===== config.mk =====
export PLATFORM = sky130hd
export DESIGN_NAME = fpc_flash_program_control
export DESIGN_NICKNAME = d
export VERILOG_FILES = /design/src/rtl/fpc_pkg.sv /design/src/rtl/fpc_flash_program_control.sv
export SDC_FILE = /design/constraint.sdc
export NUM_CORES = 1
export LEC_CHECK = 0
export ABC_AREA = 0
export BUFFER_PORTS_ARGS = -buffer_cell sky130_fd_sc_hd__buf_4
export CAP_MARGIN = 25
export CELL_PAD_IN_SITES_DETAIL_PLACEMENT = 1
export CELL_PAD_IN_SITES_GLOBAL_PLACEMENT = 1
export CORE_MARGIN = 10
export CORE_UTILIZATION = 27
export CTS_CLUSTER_SIZE = 25
export DETAILED_ROUTE_END_ITERATION = 8
export GPL_ROUTABILITY_DRIVEN = 0
export GPL_TIMING_DRIVEN = 0
export HOLD_SLACK_MARGIN = 0.02
export PLACE_DENSITY = 0.85
export SYNTH_ARGS = -nofsm -noshare
export SYNTH_HDL_FRONTEND = slang
export SYNTH_SLANG_ARGS = --single-unit
export TNS_END_PERCENT = 5

===== constraint.sdc =====
create_clock -name mclk -period 1.8 [get_ports mclk]
set_input_delay 0.18 -clock mclk [delete_from_list [all_inputs] [get_ports mclk]]
set_output_delay 0.18 -clock mclk [all_outputs]
set_load 0.05 [all_outputs]

===== src/rtl/fpc_pkg.sv =====
package fpc_pkg;
   // Byte addresses on the Wishbone slave
   localparam logic [3:0] ADDR_CTRL = 4'h0;
   localparam logic [3:0] ADDR_KEY = 4'h4;
   localparam logic [3:0] ADDR_IRQ_STAT = 4'h8;
   localparam logic [3:0] ADDR_IRQ_MASK = 4'hC;
   // Control register field positions
   localparam int BIT_START = 15;
   localparam int BIT_WEN = 14;
   localparam int BIT_OPFAIL = 13;
   localparam int BIT_LVFAIL = 12;
   localparam int BIT_SWAP = 7;
   localparam int OP_LSB = 0;
   localparam int OP_W = 4;
   localparam logic [3:0] OP_CLEAR_ERR = 4'h0;
   // Unlock keys, written in this order to the key register
   localparam logic [31:0] KEY_FIRST = 32'hAA996655;
   localparam logic [31:0] KEY_SECOND = 32'h556699AA;
   // Interrupt status bits
   localparam int IRQ_DONE = 0;
   localparam int IRQ_OPFAIL = 1;
   localparam int IRQ_LVFAIL = 2;
   localparam int IRQ_W = 3;
   typedef enum logic [1:0] {
      FPC_LK_IDLE = 2'b00,
      FPC_LK_KEY1 = 2'b01,
      FPC_LK_OPEN = 2'b10
   } fpc_lock_t;
endpackage


===== src/rtl/fpc_flash_program_control.sv =====
// Chosen here: the Wishbone slave port and the placing of the registers.
module fpc_flash_program_control (
   input wire logic mclk,
   input wire logic nrst,
   input wire logic por_n,
   input wire logic wb_cyc_i,
   input wire logic wb_stb_i,
   input wire logic wb_we_i,
   input wire logic [3:0] wb_adr_i,
   input wire logic [3:0] wb_sel_i,
   input wire logic [31:0] wb_dat_i,
   output logic [31:0] wb_dat_o,
   output logic wb_ack_o,
   output logic [3:0] flash_op,
   output logic flash_go,
   input wire logic flash_done,
   input wire logic flash_fail,
   input wire logic flash_low_volt,
   output logic bank_swap,
   output logic lower_bank_is_2,
   output logic irq
);
   logic start_reg, start_next;
   logic wen_reg, wen_next;
   logic opfail_reg, opfail_next;
   logic lvfail_reg, lvfail_next;
   logic swap_reg, swap_next;
   logic [3:0] op_reg, op_next;
   logic go_reg, go_next;
   fpc_pkg::fpc_lock_t lock_reg, lock_next;
   logic [2:0] stat_reg, stat_next;
   logic [2:0] mask_reg, mask_next;
   logic ack_reg, ack_next;
   logic [31:0] rdat_reg, rdat_next;
   logic req, wr, unlocked;
   logic [31:0] ctrl_view;

   function automatic logic hit(input logic [3:0] a, input logic [3:0] o);
      hit = (a == o);
   endfunction

   assign req = wb_cyc_i && wb_stb_i && !ack_reg;
   assign wr = req && wb_we_i;
   assign unlocked = (lock_reg == fpc_pkg::FPC_LK_OPEN);

   always_comb begin
      ctrl_view = 32'h00000000;
      ctrl_view[fpc_pkg::BIT_START] = start_reg;
      ctrl_view[fpc_pkg::BIT_WEN] = wen_reg;
      ctrl_view[fpc_pkg::BIT_OPFAIL] = opfail_reg;
      ctrl_view[fpc_pkg::BIT_LVFAIL] = lvfail_reg;
      ctrl_view[fpc_pkg::BIT_SWAP] = swap_reg;
      ctrl_view[fpc_pkg::OP_LSB +: fpc_pkg::OP_W] = op_reg;
   end

   // Power-on domain: start, enable, error flags
   always_comb begin
      start_next = start_reg;
      wen_next = wen_reg;
      opfail_next = opfail_reg;
      lvfail_next = lvfail_reg;
      go_next = 1'b0;
      if (start_reg && flash_done) begin
         start_next = 1'b0;
      end
      if (start_reg && flash_fail) begin
         opfail_next = 1'b1;
      end
      if (start_reg && flash_low_volt) begin
         lvfail_next = 1'b1;
      end
      if (wr && hit(wb_adr_i, fpc_pkg::ADDR_CTRL) && wb_sel_i[1]) begin
         if (!start_reg) begin
            wen_next = wb_dat_i[fpc_pkg::BIT_WEN];
         end
         // Clearing is ignored; set needs enable and unlock
         if (wb_dat_i[fpc_pkg::BIT_START] && wen_reg && unlocked
             && !start_reg) begin
            start_next = 1'b1;
            go_next = 1'b1;
            if (op_reg == fpc_pkg::OP_CLEAR_ERR) begin
               opfail_next = 1'b0;
               lvfail_next = 1'b0;
            end
         end
      end
   end

   always_ff @(posedge mclk) begin
      if (!por_n) begin
         start_reg <= 1'b0;
         wen_reg <= 1'b0;
         opfail_reg <= 1'b0;
         lvfail_reg <= 1'b0;
         go_reg <= 1'b0;
      end else begin
         start_reg <= start_next;
         wen_reg <= wen_next;
         opfail_reg <= opfail_next;
         lvfail_reg <= lvfail_next;
         go_reg <= go_next;
      end
   end

   // System reset domain: op code, swap, lock, interrupts, bus
   always_comb begin
      op_next = op_reg;
      swap_next = swap_reg;
      lock_next = lock_reg;
      mask_next = mask_reg;
      stat_next = stat_reg;
      ack_next = req;
      rdat_next = 32'h00000000;
      if (req) begin
         // Any access other than the completing one closes the lock
         lock_next = fpc_pkg::FPC_LK_IDLE;
      end
      if (wr && hit(wb_adr_i, fpc_pkg::ADDR_KEY)
          && (wb_sel_i == 4'hF)) begin
         if (wb_dat_i == fpc_pkg::KEY_FIRST) begin
            lock_next = fpc_pkg::FPC_LK_KEY1;
         end else if (wb_dat_i == fpc_pkg::KEY_SECOND
                      && lock_reg == fpc_pkg::FPC_LK_KEY1) begin
            lock_next = fpc_pkg::FPC_LK_OPEN;
         end
      end
      if (wr && hit(wb_adr_i, fpc_pkg::ADDR_CTRL)) begin
         if (wb_sel_i[0] && !wen_reg && !start_reg) begin
            op_next = wb_dat_i[fpc_pkg::OP_LSB +: fpc_pkg::OP_W];
         end
         if (wb_sel_i[0] && !wen_reg && unlocked) begin
            swap_next = wb_dat_i[fpc_pkg::BIT_SWAP];
         end
      end
      if (wr && hit(wb_adr_i, fpc_pkg::ADDR_IRQ_MASK) && wb_sel_i[0]) begin
         mask_next = wb_dat_i[2:0];
      end
      if (wr && hit(wb_adr_i, fpc_pkg::ADDR_IRQ_STAT) && wb_sel_i[0]) begin
         stat_next = stat_reg & ~wb_dat_i[2:0];
      end
      // Hardware set wins over a same-cycle clear
      if (start_reg && flash_done) begin
         stat_next[fpc_pkg::IRQ_DONE] = 1'b1;
      end
      if (start_reg && flash_fail) begin
         stat_next[fpc_pkg::IRQ_OPFAIL] = 1'b1;
      end
      if (start_reg && flash_low_volt) begin
         stat_next[fpc_pkg::IRQ_LVFAIL] = 1'b1;
      end
      if (req && !wb_we_i) begin
         case (wb_adr_i)
            fpc_pkg::ADDR_CTRL: rdat_next = ctrl_view;
            fpc_pkg::ADDR_IRQ_STAT: rdat_next = {29'h0, stat_reg};
            fpc_pkg::ADDR_IRQ_MASK: rdat_next = {29'h0, mask_reg};
            default: rdat_next = 32'h00000000;
         endcase
      end
   end

   always_ff @(posedge mclk) begin
      if (!nrst) begin
         op_reg <= 4'h0;
         swap_reg <= 1'b0;
         lock_reg <= fpc_pkg::FPC_LK_IDLE;
         mask_reg <= 3'h0;
         stat_reg <= 3'h0;
         ack_reg <= 1'b0;
         rdat_reg <= 32'h00000000;
      end else begin
         op_reg <= op_next;
         swap_reg <= swap_next;
         lock_reg <= lock_next;
         mask_reg <= mask_next;
         stat_reg <= stat_next;
         ack_reg <= ack_next;
         rdat_reg <= rdat_next;
      end
   end

   assign wb_ack_o = ack_reg;
   assign wb_dat_o = rdat_reg;
   assign flash_op = op_reg;
   assign flash_go = go_reg;
   assign bank_swap = swap_reg;
   assign lower_bank_is_2 = swap_reg;
   assign irq = |(stat_reg & mask_reg);

   // Start and launch guards
   a_start_needs_unlock: assert property (@(posedge mclk) disable iff (!por_n)
      $rose(start_reg) |-> $past(wen_reg) && $past(unlocked))
      else $error("start set without enable and unlock");

   a_start_no_sw_clear: assert property (@(posedge mclk) disable iff (!por_n)
      $fell(start_reg) |-> $past(flash_done))
      else $error("start cleared without completion");

   a_go_with_start: assert property (@(posedge mclk) disable iff (!por_n)
      $rose(start_reg) |-> flash_go ##1 !flash_go)
      else $error("launch pulse wrong");

   a_go_needs_start: assert property (@(posedge mclk) disable iff (!por_n)
      flash_go |-> start_reg)
      else $error("launch pulse while idle");

   a_done_clears_start: assert property (@(posedge mclk)
      disable iff (!por_n)
      start_reg && flash_done |=> !start_reg)
      else $error("start not cleared at completion");

   // Field locks
   a_op_locked: assert property (@(posedge mclk)
      disable iff (!nrst || !por_n)
      $past(wen_reg) |-> $stable(op_reg))
      else $error("op code changed while enabled");

   a_op_busy_stable: assert property (@(posedge mclk)
      disable iff (!nrst || !por_n)
      $past(start_reg) |-> $stable(op_reg))
      else $error("op code changed while busy");

   a_wen_busy_stable: assert property (@(posedge mclk)
      disable iff (!por_n)
      $past(start_reg) |-> $stable(wen_reg))
      else $error("enable changed while busy");

   // Error flags
   a_opfail_clear: assert property (@(posedge mclk) disable iff (!por_n)
      $fell(opfail_reg) |-> $rose(start_reg) && op_reg == 4'h0)
      else $error("fail flag cleared wrongly");

   a_opfail_set: assert property (@(posedge mclk) disable iff (!por_n)
      start_reg && flash_fail |=> opfail_reg)
      else $error("fail flag not set");

   a_lvfail_clear: assert property (@(posedge mclk) disable iff (!por_n)
      $fell(lvfail_reg) |-> $rose(start_reg) && op_reg == 4'h0)
      else $error("low voltage flag cleared wrongly");

   a_lvfail_set: assert property (@(posedge mclk) disable iff (!por_n)
      start_reg && flash_low_volt |=> lvfail_reg)
      else $error("low voltage flag not set");

   // Bank swap
   a_swap_guard: assert property (@(posedge mclk) disable iff (!nrst)
      $changed(swap_reg) |-> !$past(wen_reg) && $past(unlocked))
      else $error("swap changed without unlock");

   a_lower_bank_map: assert property (@(posedge mclk)
      lower_bank_is_2 == bank_swap)
      else $error("bank map differs from swap bit");

   // Power-on reset
   a_por_clears: assert property (@(posedge mclk)
      !$past(por_n) |-> !start_reg && !wen_reg && !opfail_reg && !lvfail_reg)
      else $error("power-on reset left a flag set");

   // Read view
   a_reserved_zero: assert property (@(posedge mclk) disable iff (!nrst)
      wb_ack_o |-> (rdat_reg & 32'hFFFF0F70) == 32'h0)
      else $error("reserved bits nonzero");

   a_rdat_idle_zero: assert property (@(posedge mclk) disable iff (!nrst)
      !wb_ack_o |-> wb_dat_o == 32'h00000000)
      else $error("read data outside acknowledge");

   // Unlock sequence
   a_lock_one_shot: assert property (@(posedge mclk) disable iff (!nrst)
      unlocked && req |=> !unlocked)
      else $error("unlock outlived one access");

   a_unlock_order: assert property (@(posedge mclk) disable iff (!nrst)
      $rose(unlocked) |-> $past(lock_reg == fpc_pkg::FPC_LK_KEY1))
      else $error("unlock without first key");

   a_unlock_full_word: assert property (@(posedge mclk)
      disable iff (!nrst)
      $rose(unlocked) |-> $past(wb_sel_i == 4'hF))
      else $error("unlock from partial key write");

   // Bus handshake
   a_ack_follows_req: assert property (@(posedge mclk) disable iff (!nrst)
      req |=> wb_ack_o)
      else $error("request not acknowledged");

   a_ack_one_cycle: assert property (@(posedge mclk) disable iff (!nrst)
      wb_ack_o |=> !wb_ack_o)
      else $error("acknowledge longer than one cycle");

   a_ack_needs_req: assert property (@(posedge mclk) disable iff (!nrst)
      wb_ack_o |-> $past(req))
      else $error("acknowledge without request");

   // Interrupt status
   a_done_sets_stat: assert property (@(posedge mclk) disable iff (!nrst)
      start_reg && flash_done |=> stat_reg[fpc_pkg::IRQ_DONE])
      else $error("done status not set");

   a_fail_sets_stat: assert property (@(posedge mclk) disable iff (!nrst)
      start_reg && flash_fail |=> stat_reg[fpc_pkg::IRQ_OPFAIL])
      else $error("fail status not set");

   a_lv_sets_stat: assert property (@(posedge mclk) disable iff (!nrst)
      start_reg && flash_low_volt |=> stat_reg[fpc_pkg::IRQ_LVFAIL])
      else $error("low voltage status not set");
endmodule


==> out/results.txt, run 1 <==
Port Buffer Count -> 66
final WL -> 5190 um
RSZ-0062 raised after global routing -> no
antenna violations before repair -> 0
first-pass GRT wire length -> 8020 um
initial DRC count -> 70
Die X -> 95.3 um
routing usage on met2 -> 19.8%
number of flip-flops in the largest register -> 9
CP cell instances -> nand3b_4 > or4_4 > or3_1 > and3_1
overall power -> 1.42 mW
Max Fclk -> 577 MHz
share of power burned in registers -> 43.7%
drt wl/cell -> 15.5 um
# rows -> 27
floorplan core area -> 0.00551 sq mm
Die Y -> 95.3 um
Fin. Hold Viols -> 0
Critical Path RT -> 1.97 ns
hold crit path type -> in2reg
Critical Path Start -> wb_ack_o
Worst Hold Slack -> 0.146 ns
multi-input logic area -> 862 sq um
crit path to -> lock_reg[1]
Worst-Margin Slew -> 0.761 ns
CP Max Fanout -> 5
post-DP HPWL -> 4450 um
Worst-path clk slew -> 0.09 ns
Core Util, Final -> 41.8%
P&R area growth vs syn -> 50.2%
post-route DRC violation count -> 0
Startpoint Class -> flip-flop
TritonRoute pass-1 iters -> 4
M1 GR Usage -> 11.3%
Routed Antenna Nets -> 0
Arr. time, crit path -> 1.91 ns
global route hottest layer -> met2
crit-path leading delay family -> simple AND/OR/NAND/NOR gates
number of global-route vias before repair -> 1660
critical path class -> reg2reg
YS warnings -> 0
sequential area share after synthesis -> 36.6%
post-route cell area -> 0.00230 sq mm
clk sinks -> 28
nets@finish -> 313
VDD IR max -> 0.419 mV
register area -> 562 sq um
Tmin final -> 1.73 ns
total negative setup slack -> 0 ns
largest stage delay on the critical path -> 0.54 ns
clock buffer depth -> 2
MaxCap Viol Count -> 0
power density over the cells -> 618 mW/mm^2
sw frac -> 26.3%
CP bufs+invs -> 0
FF-to-FF Start -> wb_ack_o
internal power -> 1.05 mW
Clock power frac -> 34.4%
vias post-DR -> 1541
H-tree depth -> 1
Synth Register Bits -> 28
Cells after Synth -> 169
setup violators final -> 0
Crit-path slowest cell -> or4_4
grt total ovfl -> 0
initial core utilization -> 27.8%
Slew headroom -> 48.8%
M3 GR Usage -> 3.46%
NetSw -> 374 uW
Layout fillers -> 672
Die ar. -> 0.00908 sq mm
clock buffer count from CTS -> 3
aggregate global-route resource usage -> 10.8%
RR Endpoint -> lock_reg[1]
Leakage Power -> 1.08 nW
Cell variety after synth -> 36
Final period util -> 96.3%
clk_skew -> 0.00166 ns
Clock Latency Late Sink -> 0.27 ns
root buffer cell -> clkbuf_8
largest net degree at the start of global routing -> 17
hold buffers post-CTS -> 0
diode count -> 0
internal reg-to-reg setup slack -> 0.07 ns
status -> complete, no violations
Slew Limit Fails -> 0
layout cells sized above 1 -> 39.5%
Via density -> 4.60
placed inst area -> 0.00221 sq mm
mapped cell area -> 0.00153 sq mm
CP Capture Type -> flip-flop
CTS tree -> done
IO Pins -> 90
instance count on the critical path -> 4
combinational group share of total power -> 21.9%
Reg2Reg Depth -> 4
Syn Area/Cell -> 9.06 sq um
[synth_stat cells]
master     count  area, sq um
dfxtp_1       28          561
buf_4         24          180
and2_1        12         75.1
nor4bb_1      12          120
nand3_1        9         45.0
o21ai_0        8         40.0
a21oi_1        7         35.0
mux2i_1        7         70.1
nand2_1        6         22.5
nand4_1        5         31.3
nor2_1         4         15.0
nor2b_1        4         25.0
nor4_1         4         25.0
a21boi_0       3         22.5
and3_1         3         18.8
inv_1          3         11.3
o21a_1         3         22.5
or3_1          3         18.8
and4b_1        2         20.0
nand2b_1       2         12.5
nor3_1         2         10.0
nor4b_1        2         17.5
o211a_1        2         20.0
or2_2          2         12.5
a2111oi_0      1         8.76
a222oi_1       1         10.0
buf_2          1         5.00
clkbuf_1       1         3.75
clkinv_1       1         3.75
conb_1         1         3.75
nand3b_1       1         7.51
nand3b_2       1         11.3
nor4_4         1         21.3
o41ai_1        1         8.76
or4_1          1         7.51
or4_2          1         8.76
[cells in the final DEF (no fill, tap or decap), drive strengths merged]
cell,n
a21oi,7
conb,23
mux2i,7
and3,3
o21a,3
nor2,4
and4b,2
o41ai,1
nor2b,4
nor3,2
nor4bb,12
clkinv,1
nor4b,2
and2,12
nand3b,2
or2,2
o21ai,8
a222oi,1
nand3,9
nand2b,2
bufinv,1
buf,93
nand4,5
or4,2
or3,3
dfxtp,28
o211a,2
clkbuf,4
nand2,6
inv,3
a2111oi,1
nor4,5
a21boi,3
[timing repair]
action | in CTS | in global routing
gates resized for setup | 1 | 0
buffers inserted | 2 | 0
setup endpoints to repair | 1 | 0
[through the flow]
| step | setup WS, ns | std cells |
|---|---|---|
| after floorplan | 0.00425 | 191 |
| after global placement | -0.134 | 329 |
| after detailed placement | -0.159 | 329 |
| after CTS | 0.0675 | 335 |
| after global routing | 0.0279 | 335 |
| final | 0.0666 | 335 |
[power by group through the flow]
stage | Sequential, mW | Combinational [mW] | Clock [mW]
3_5_place_dp | 0.636 | 0.302 | 0
3_3_place_gp | 0.636 | 0.298 | 0
2_1_floorplan | 0.639 | 0.187 | 0
6_report | 0.621 | 0.311 | 0.490
4_1_cts | 0.621 | 0.307 | 0.499
5_1_grt | 0.622 | 0.331 | 0.527
[layer usage]
layer | part of all wire (%) | vias to the layer above | routed length [um]
met3 | 10 | 4 | 525
li1 | - | 767 | -
met4 | 0.98 | 0 | 51
met5 | 0 | - | 0
met1 | 37 | 714 | 1920
met2 | 52 | 56 | 2690
[logic make-up after synthesis]
| logic type | after synthesis | synth area share (%) |
|---|---|---|
| compound gates | 26 | 10.9 |
| mux | 7 | 4.58 |
| flops | 28 | 36.6 |
| other cells | 1 | 0.245 |
| buf+inv | 30 | 13.3 |
| simple gates | 77 | 34.3 |
[area by class of cell]
class	count	area share, %
timing repair buffer	68	22.2
clock buffer	3	1.80
multi-input combinational	133	37.5
inverter	4	0.653
sequential	28	24.4
tap	72	3.92
buffer	26	8.22
clock inverter	1	1.31
[worst min-delay path by stage]
stage | start | to | slack [ns] | depth (start not counted)
floorplan | nrst | stat_reg[0] | 0.30 | 1
global placement | por_n | start_reg | 0.43 | 2
detailed placement | nrst | stat_reg[2] | 0.43 | 2
CTS | nrst | stat_reg[1] | 0.15 | 2
global route | nrst | stat_reg[0] | 0.16 | 2
finish | nrst | stat_reg[2] | 0.15 | 2
(Power assumes the default switching activity.)
==> inputs of run 2 (changes only) <==
==> constraint.sdc (replaced) <==
create_clock -name mclk -period 1.8 [get_ports mclk]
set_input_delay 0.27 -clock mclk [delete_from_list [all_inputs] [get_ports mclk]]
set_output_delay 0.27 -clock mclk [all_outputs]
set_load 0.05 [all_outputs]
==> out/results.txt, run 2 (same netlist as run 1, synthesis figures left out) <==
hold crit path type -> in2reg
# rows -> 27 (unchanged)
Layout fillers -> 672 (unchanged)
Crit-path slowest cell -> or4_4
post-route DRC violation count -> 0 (unchanged)
vias post-DR -> 1540 (-0.065%)
CP Capture Type -> flip-flop
Critical Path RT -> 1.98 ns (about the same)
Leakage Power -> 1.08 nW (about the same)
P&R area growth vs syn -> 50.5%
TritonRoute pass-1 iters -> 5 (+1)
Port Buffer Count -> 66 (unchanged)
aggregate global-route resource usage -> 10.8% (unchanged)
Clock Latency Late Sink -> 0.27 ns (about the same)
Slew Limit Fails -> 0 (unchanged)
Worst-Margin Slew -> 0.777 ns (+0.0165 ns)
Max Fclk -> 572 MHz (-0.93%)
drt wl/cell -> 15.4 um (-0.27%)
final worst slack -> 0.0504 ns (-0.0162 ns)
critical path class -> in2reg
H-tree depth -> 1 (unchanged)
Non-Filler Instances -> 335 (unchanged)
Routed Antenna Nets -> 0 (unchanged)
CP cell instances -> buf_4 > or3_1 > or4_4 > or3_1 > and3_1
nets@finish -> 313 (unchanged)
floorplan core area -> 0.00551 sq mm (unchanged)
CTS tree -> done
Via density -> 4.60 (about the same)
first-pass GRT wire length -> 8020 um (unchanged)
largest net degree at the start of global routing -> 17 (unchanged)
layout cells sized above 1 -> 39.9% (+0.38 points)
MaxCap Viol Count -> 0 (unchanged)
dpl cells -> 329 (unchanged)
Tmin final -> 1.75 ns (+0.0162 ns)
root buffer cell -> clkbuf_8
post-DP HPWL -> 4450 um (unchanged)
final WL -> 5170 um (-0.27%)
Die X -> 95.3 um (unchanged)
clock buffer count from CTS -> 3 (unchanged)
Startpoint Class -> input pin
clk_skew -> 0.00128 ns (-0.000381 ns)
largest stage delay on the critical path -> 0.55 ns (about the same)
initial core utilization -> 27.8% (unchanged)
Slew headroom -> 47.7% (-1.1 points)
power density over the cells -> 618 mW/mm^2 (about the same)
Fin. Hold Viols -> 0 (unchanged)
number of global-route vias before repair -> 1660 (unchanged)
IO Pins -> 90 (unchanged)
number of flip-flops in the largest register -> 9 (unchanged)
CP Max Fanout -> 4 (-1)
Die Y -> 95.3 um (unchanged)
grt total ovfl -> 0 (unchanged)
Worst-path clk slew -> 0.09 ns (about the same)
Arr. time, crit path -> 1.93 ns (+0.02 ns)
hold buffers post-CTS -> 0 (unchanged)
Final period util -> 97.2% (+0.90 points)
clk sinks -> 28 (unchanged)
crit-path most repeated cell -> or3_1
setup violators final -> 0 (unchanged)
clock buffer depth -> 2 (unchanged)
RSZ-0062 raised after global routing -> no
Placement Setup Slack -> -0.249 ns (-0.0900 ns)
diode count -> 0 (unchanged)
VDD IR max -> 0.419 mV (about the same)
status -> complete, no violations
commonest cells after routing, fill and taps aside -> buf_4, dfxtp_1, conb_1
Die ar. -> 0.00908 sq mm (unchanged)
antenna violations before repair -> 0 (unchanged)
commonest non-fill, non-tap cell in the layout -> buf_4
initial DRC count -> 73 (+4.3%)
[run 2: final timing paths]
| kind | to | depth (start not counted) | slack, ns | from |
|---|---|---|---|---|
| worst max register to register | lock_reg[1] | 4 | 0.07 | wb_ack_o |
| worst min register to register | wb_dat_o[13] | 1 | 0.48 | opfail_reg |
| worst max-delay path | lock_reg[1] | 5 | 0.05 | wb_adr_i[1] |
| worst min-delay path | stat_reg[2] | 2 | 0.23 | nrst |
[run 2: timing repair]
item	CTS	global route
setup endpoints to repair	1	3
gates resized for setup	1	1
endpoints found under the hold margin	0	0
setup buffers	2	0
[run 2: final cells by class]
| class | instances | area [sq um] | area share [%] |
|---|---|---|---|
| clock buffer | 3 | 41.3 | 1.79 |
| timing repair buffer | 68 | 510 | 22.1 |
| buffer | 26 | 189 | 8.20 |
| clock inverter | 1 | 30.0 | 1.30 |
| sequential | 28 | 562 | 24.4 |
| inverter | 4 | 15.0 | 0.651 |
| tap | 72 | 90.1 | 3.91 |
| multi-input combinational | 133 | 867 | 37.6 |
[run 2: power by group]
part | total (mW) | internal, mW | switching, mW
clock | 0.493 | 0.298 | 0.195
sequential | 0.621 | 0.620 | 0.000815
combinational | 0.311 | 0.130 | 0.181
total | 1.43 | 1.05 | 0.377
[run 2: layer usage]
layer	share of wire, %	track usage, %	up-vias	wire length (um)
li1	-	-	769	-
met1	36	11.3	704	1880
met2	52	19.8	63	2670
met3	11	3.46	4	560
met4	1.1	3.74	0	57
met5	0	0	-	0
[run 2: critical path, delay by kind of cell]
kind	cells	cell delay (ns)
AND/OR/NAND/NOR	4	1.53
buffers and inverters	1	0.12
[run 2: per-stage QoR]
stage	hold slack, ns	total power, mW	util [%]	TNS (ns)	cell area [sq um]
after global routing	0.248	1.48	41.9	0	2300
after global placement	0.455	0.934	40.1	-1.77	2210
after detailed placement	0.450	0.938	40.1	-2.40	2210
final	0.233	1.43	41.9	0	2300
after floorplan	0.387	0.826	-	0	1620
after CTS	0.237	1.43	41.8	0	2300
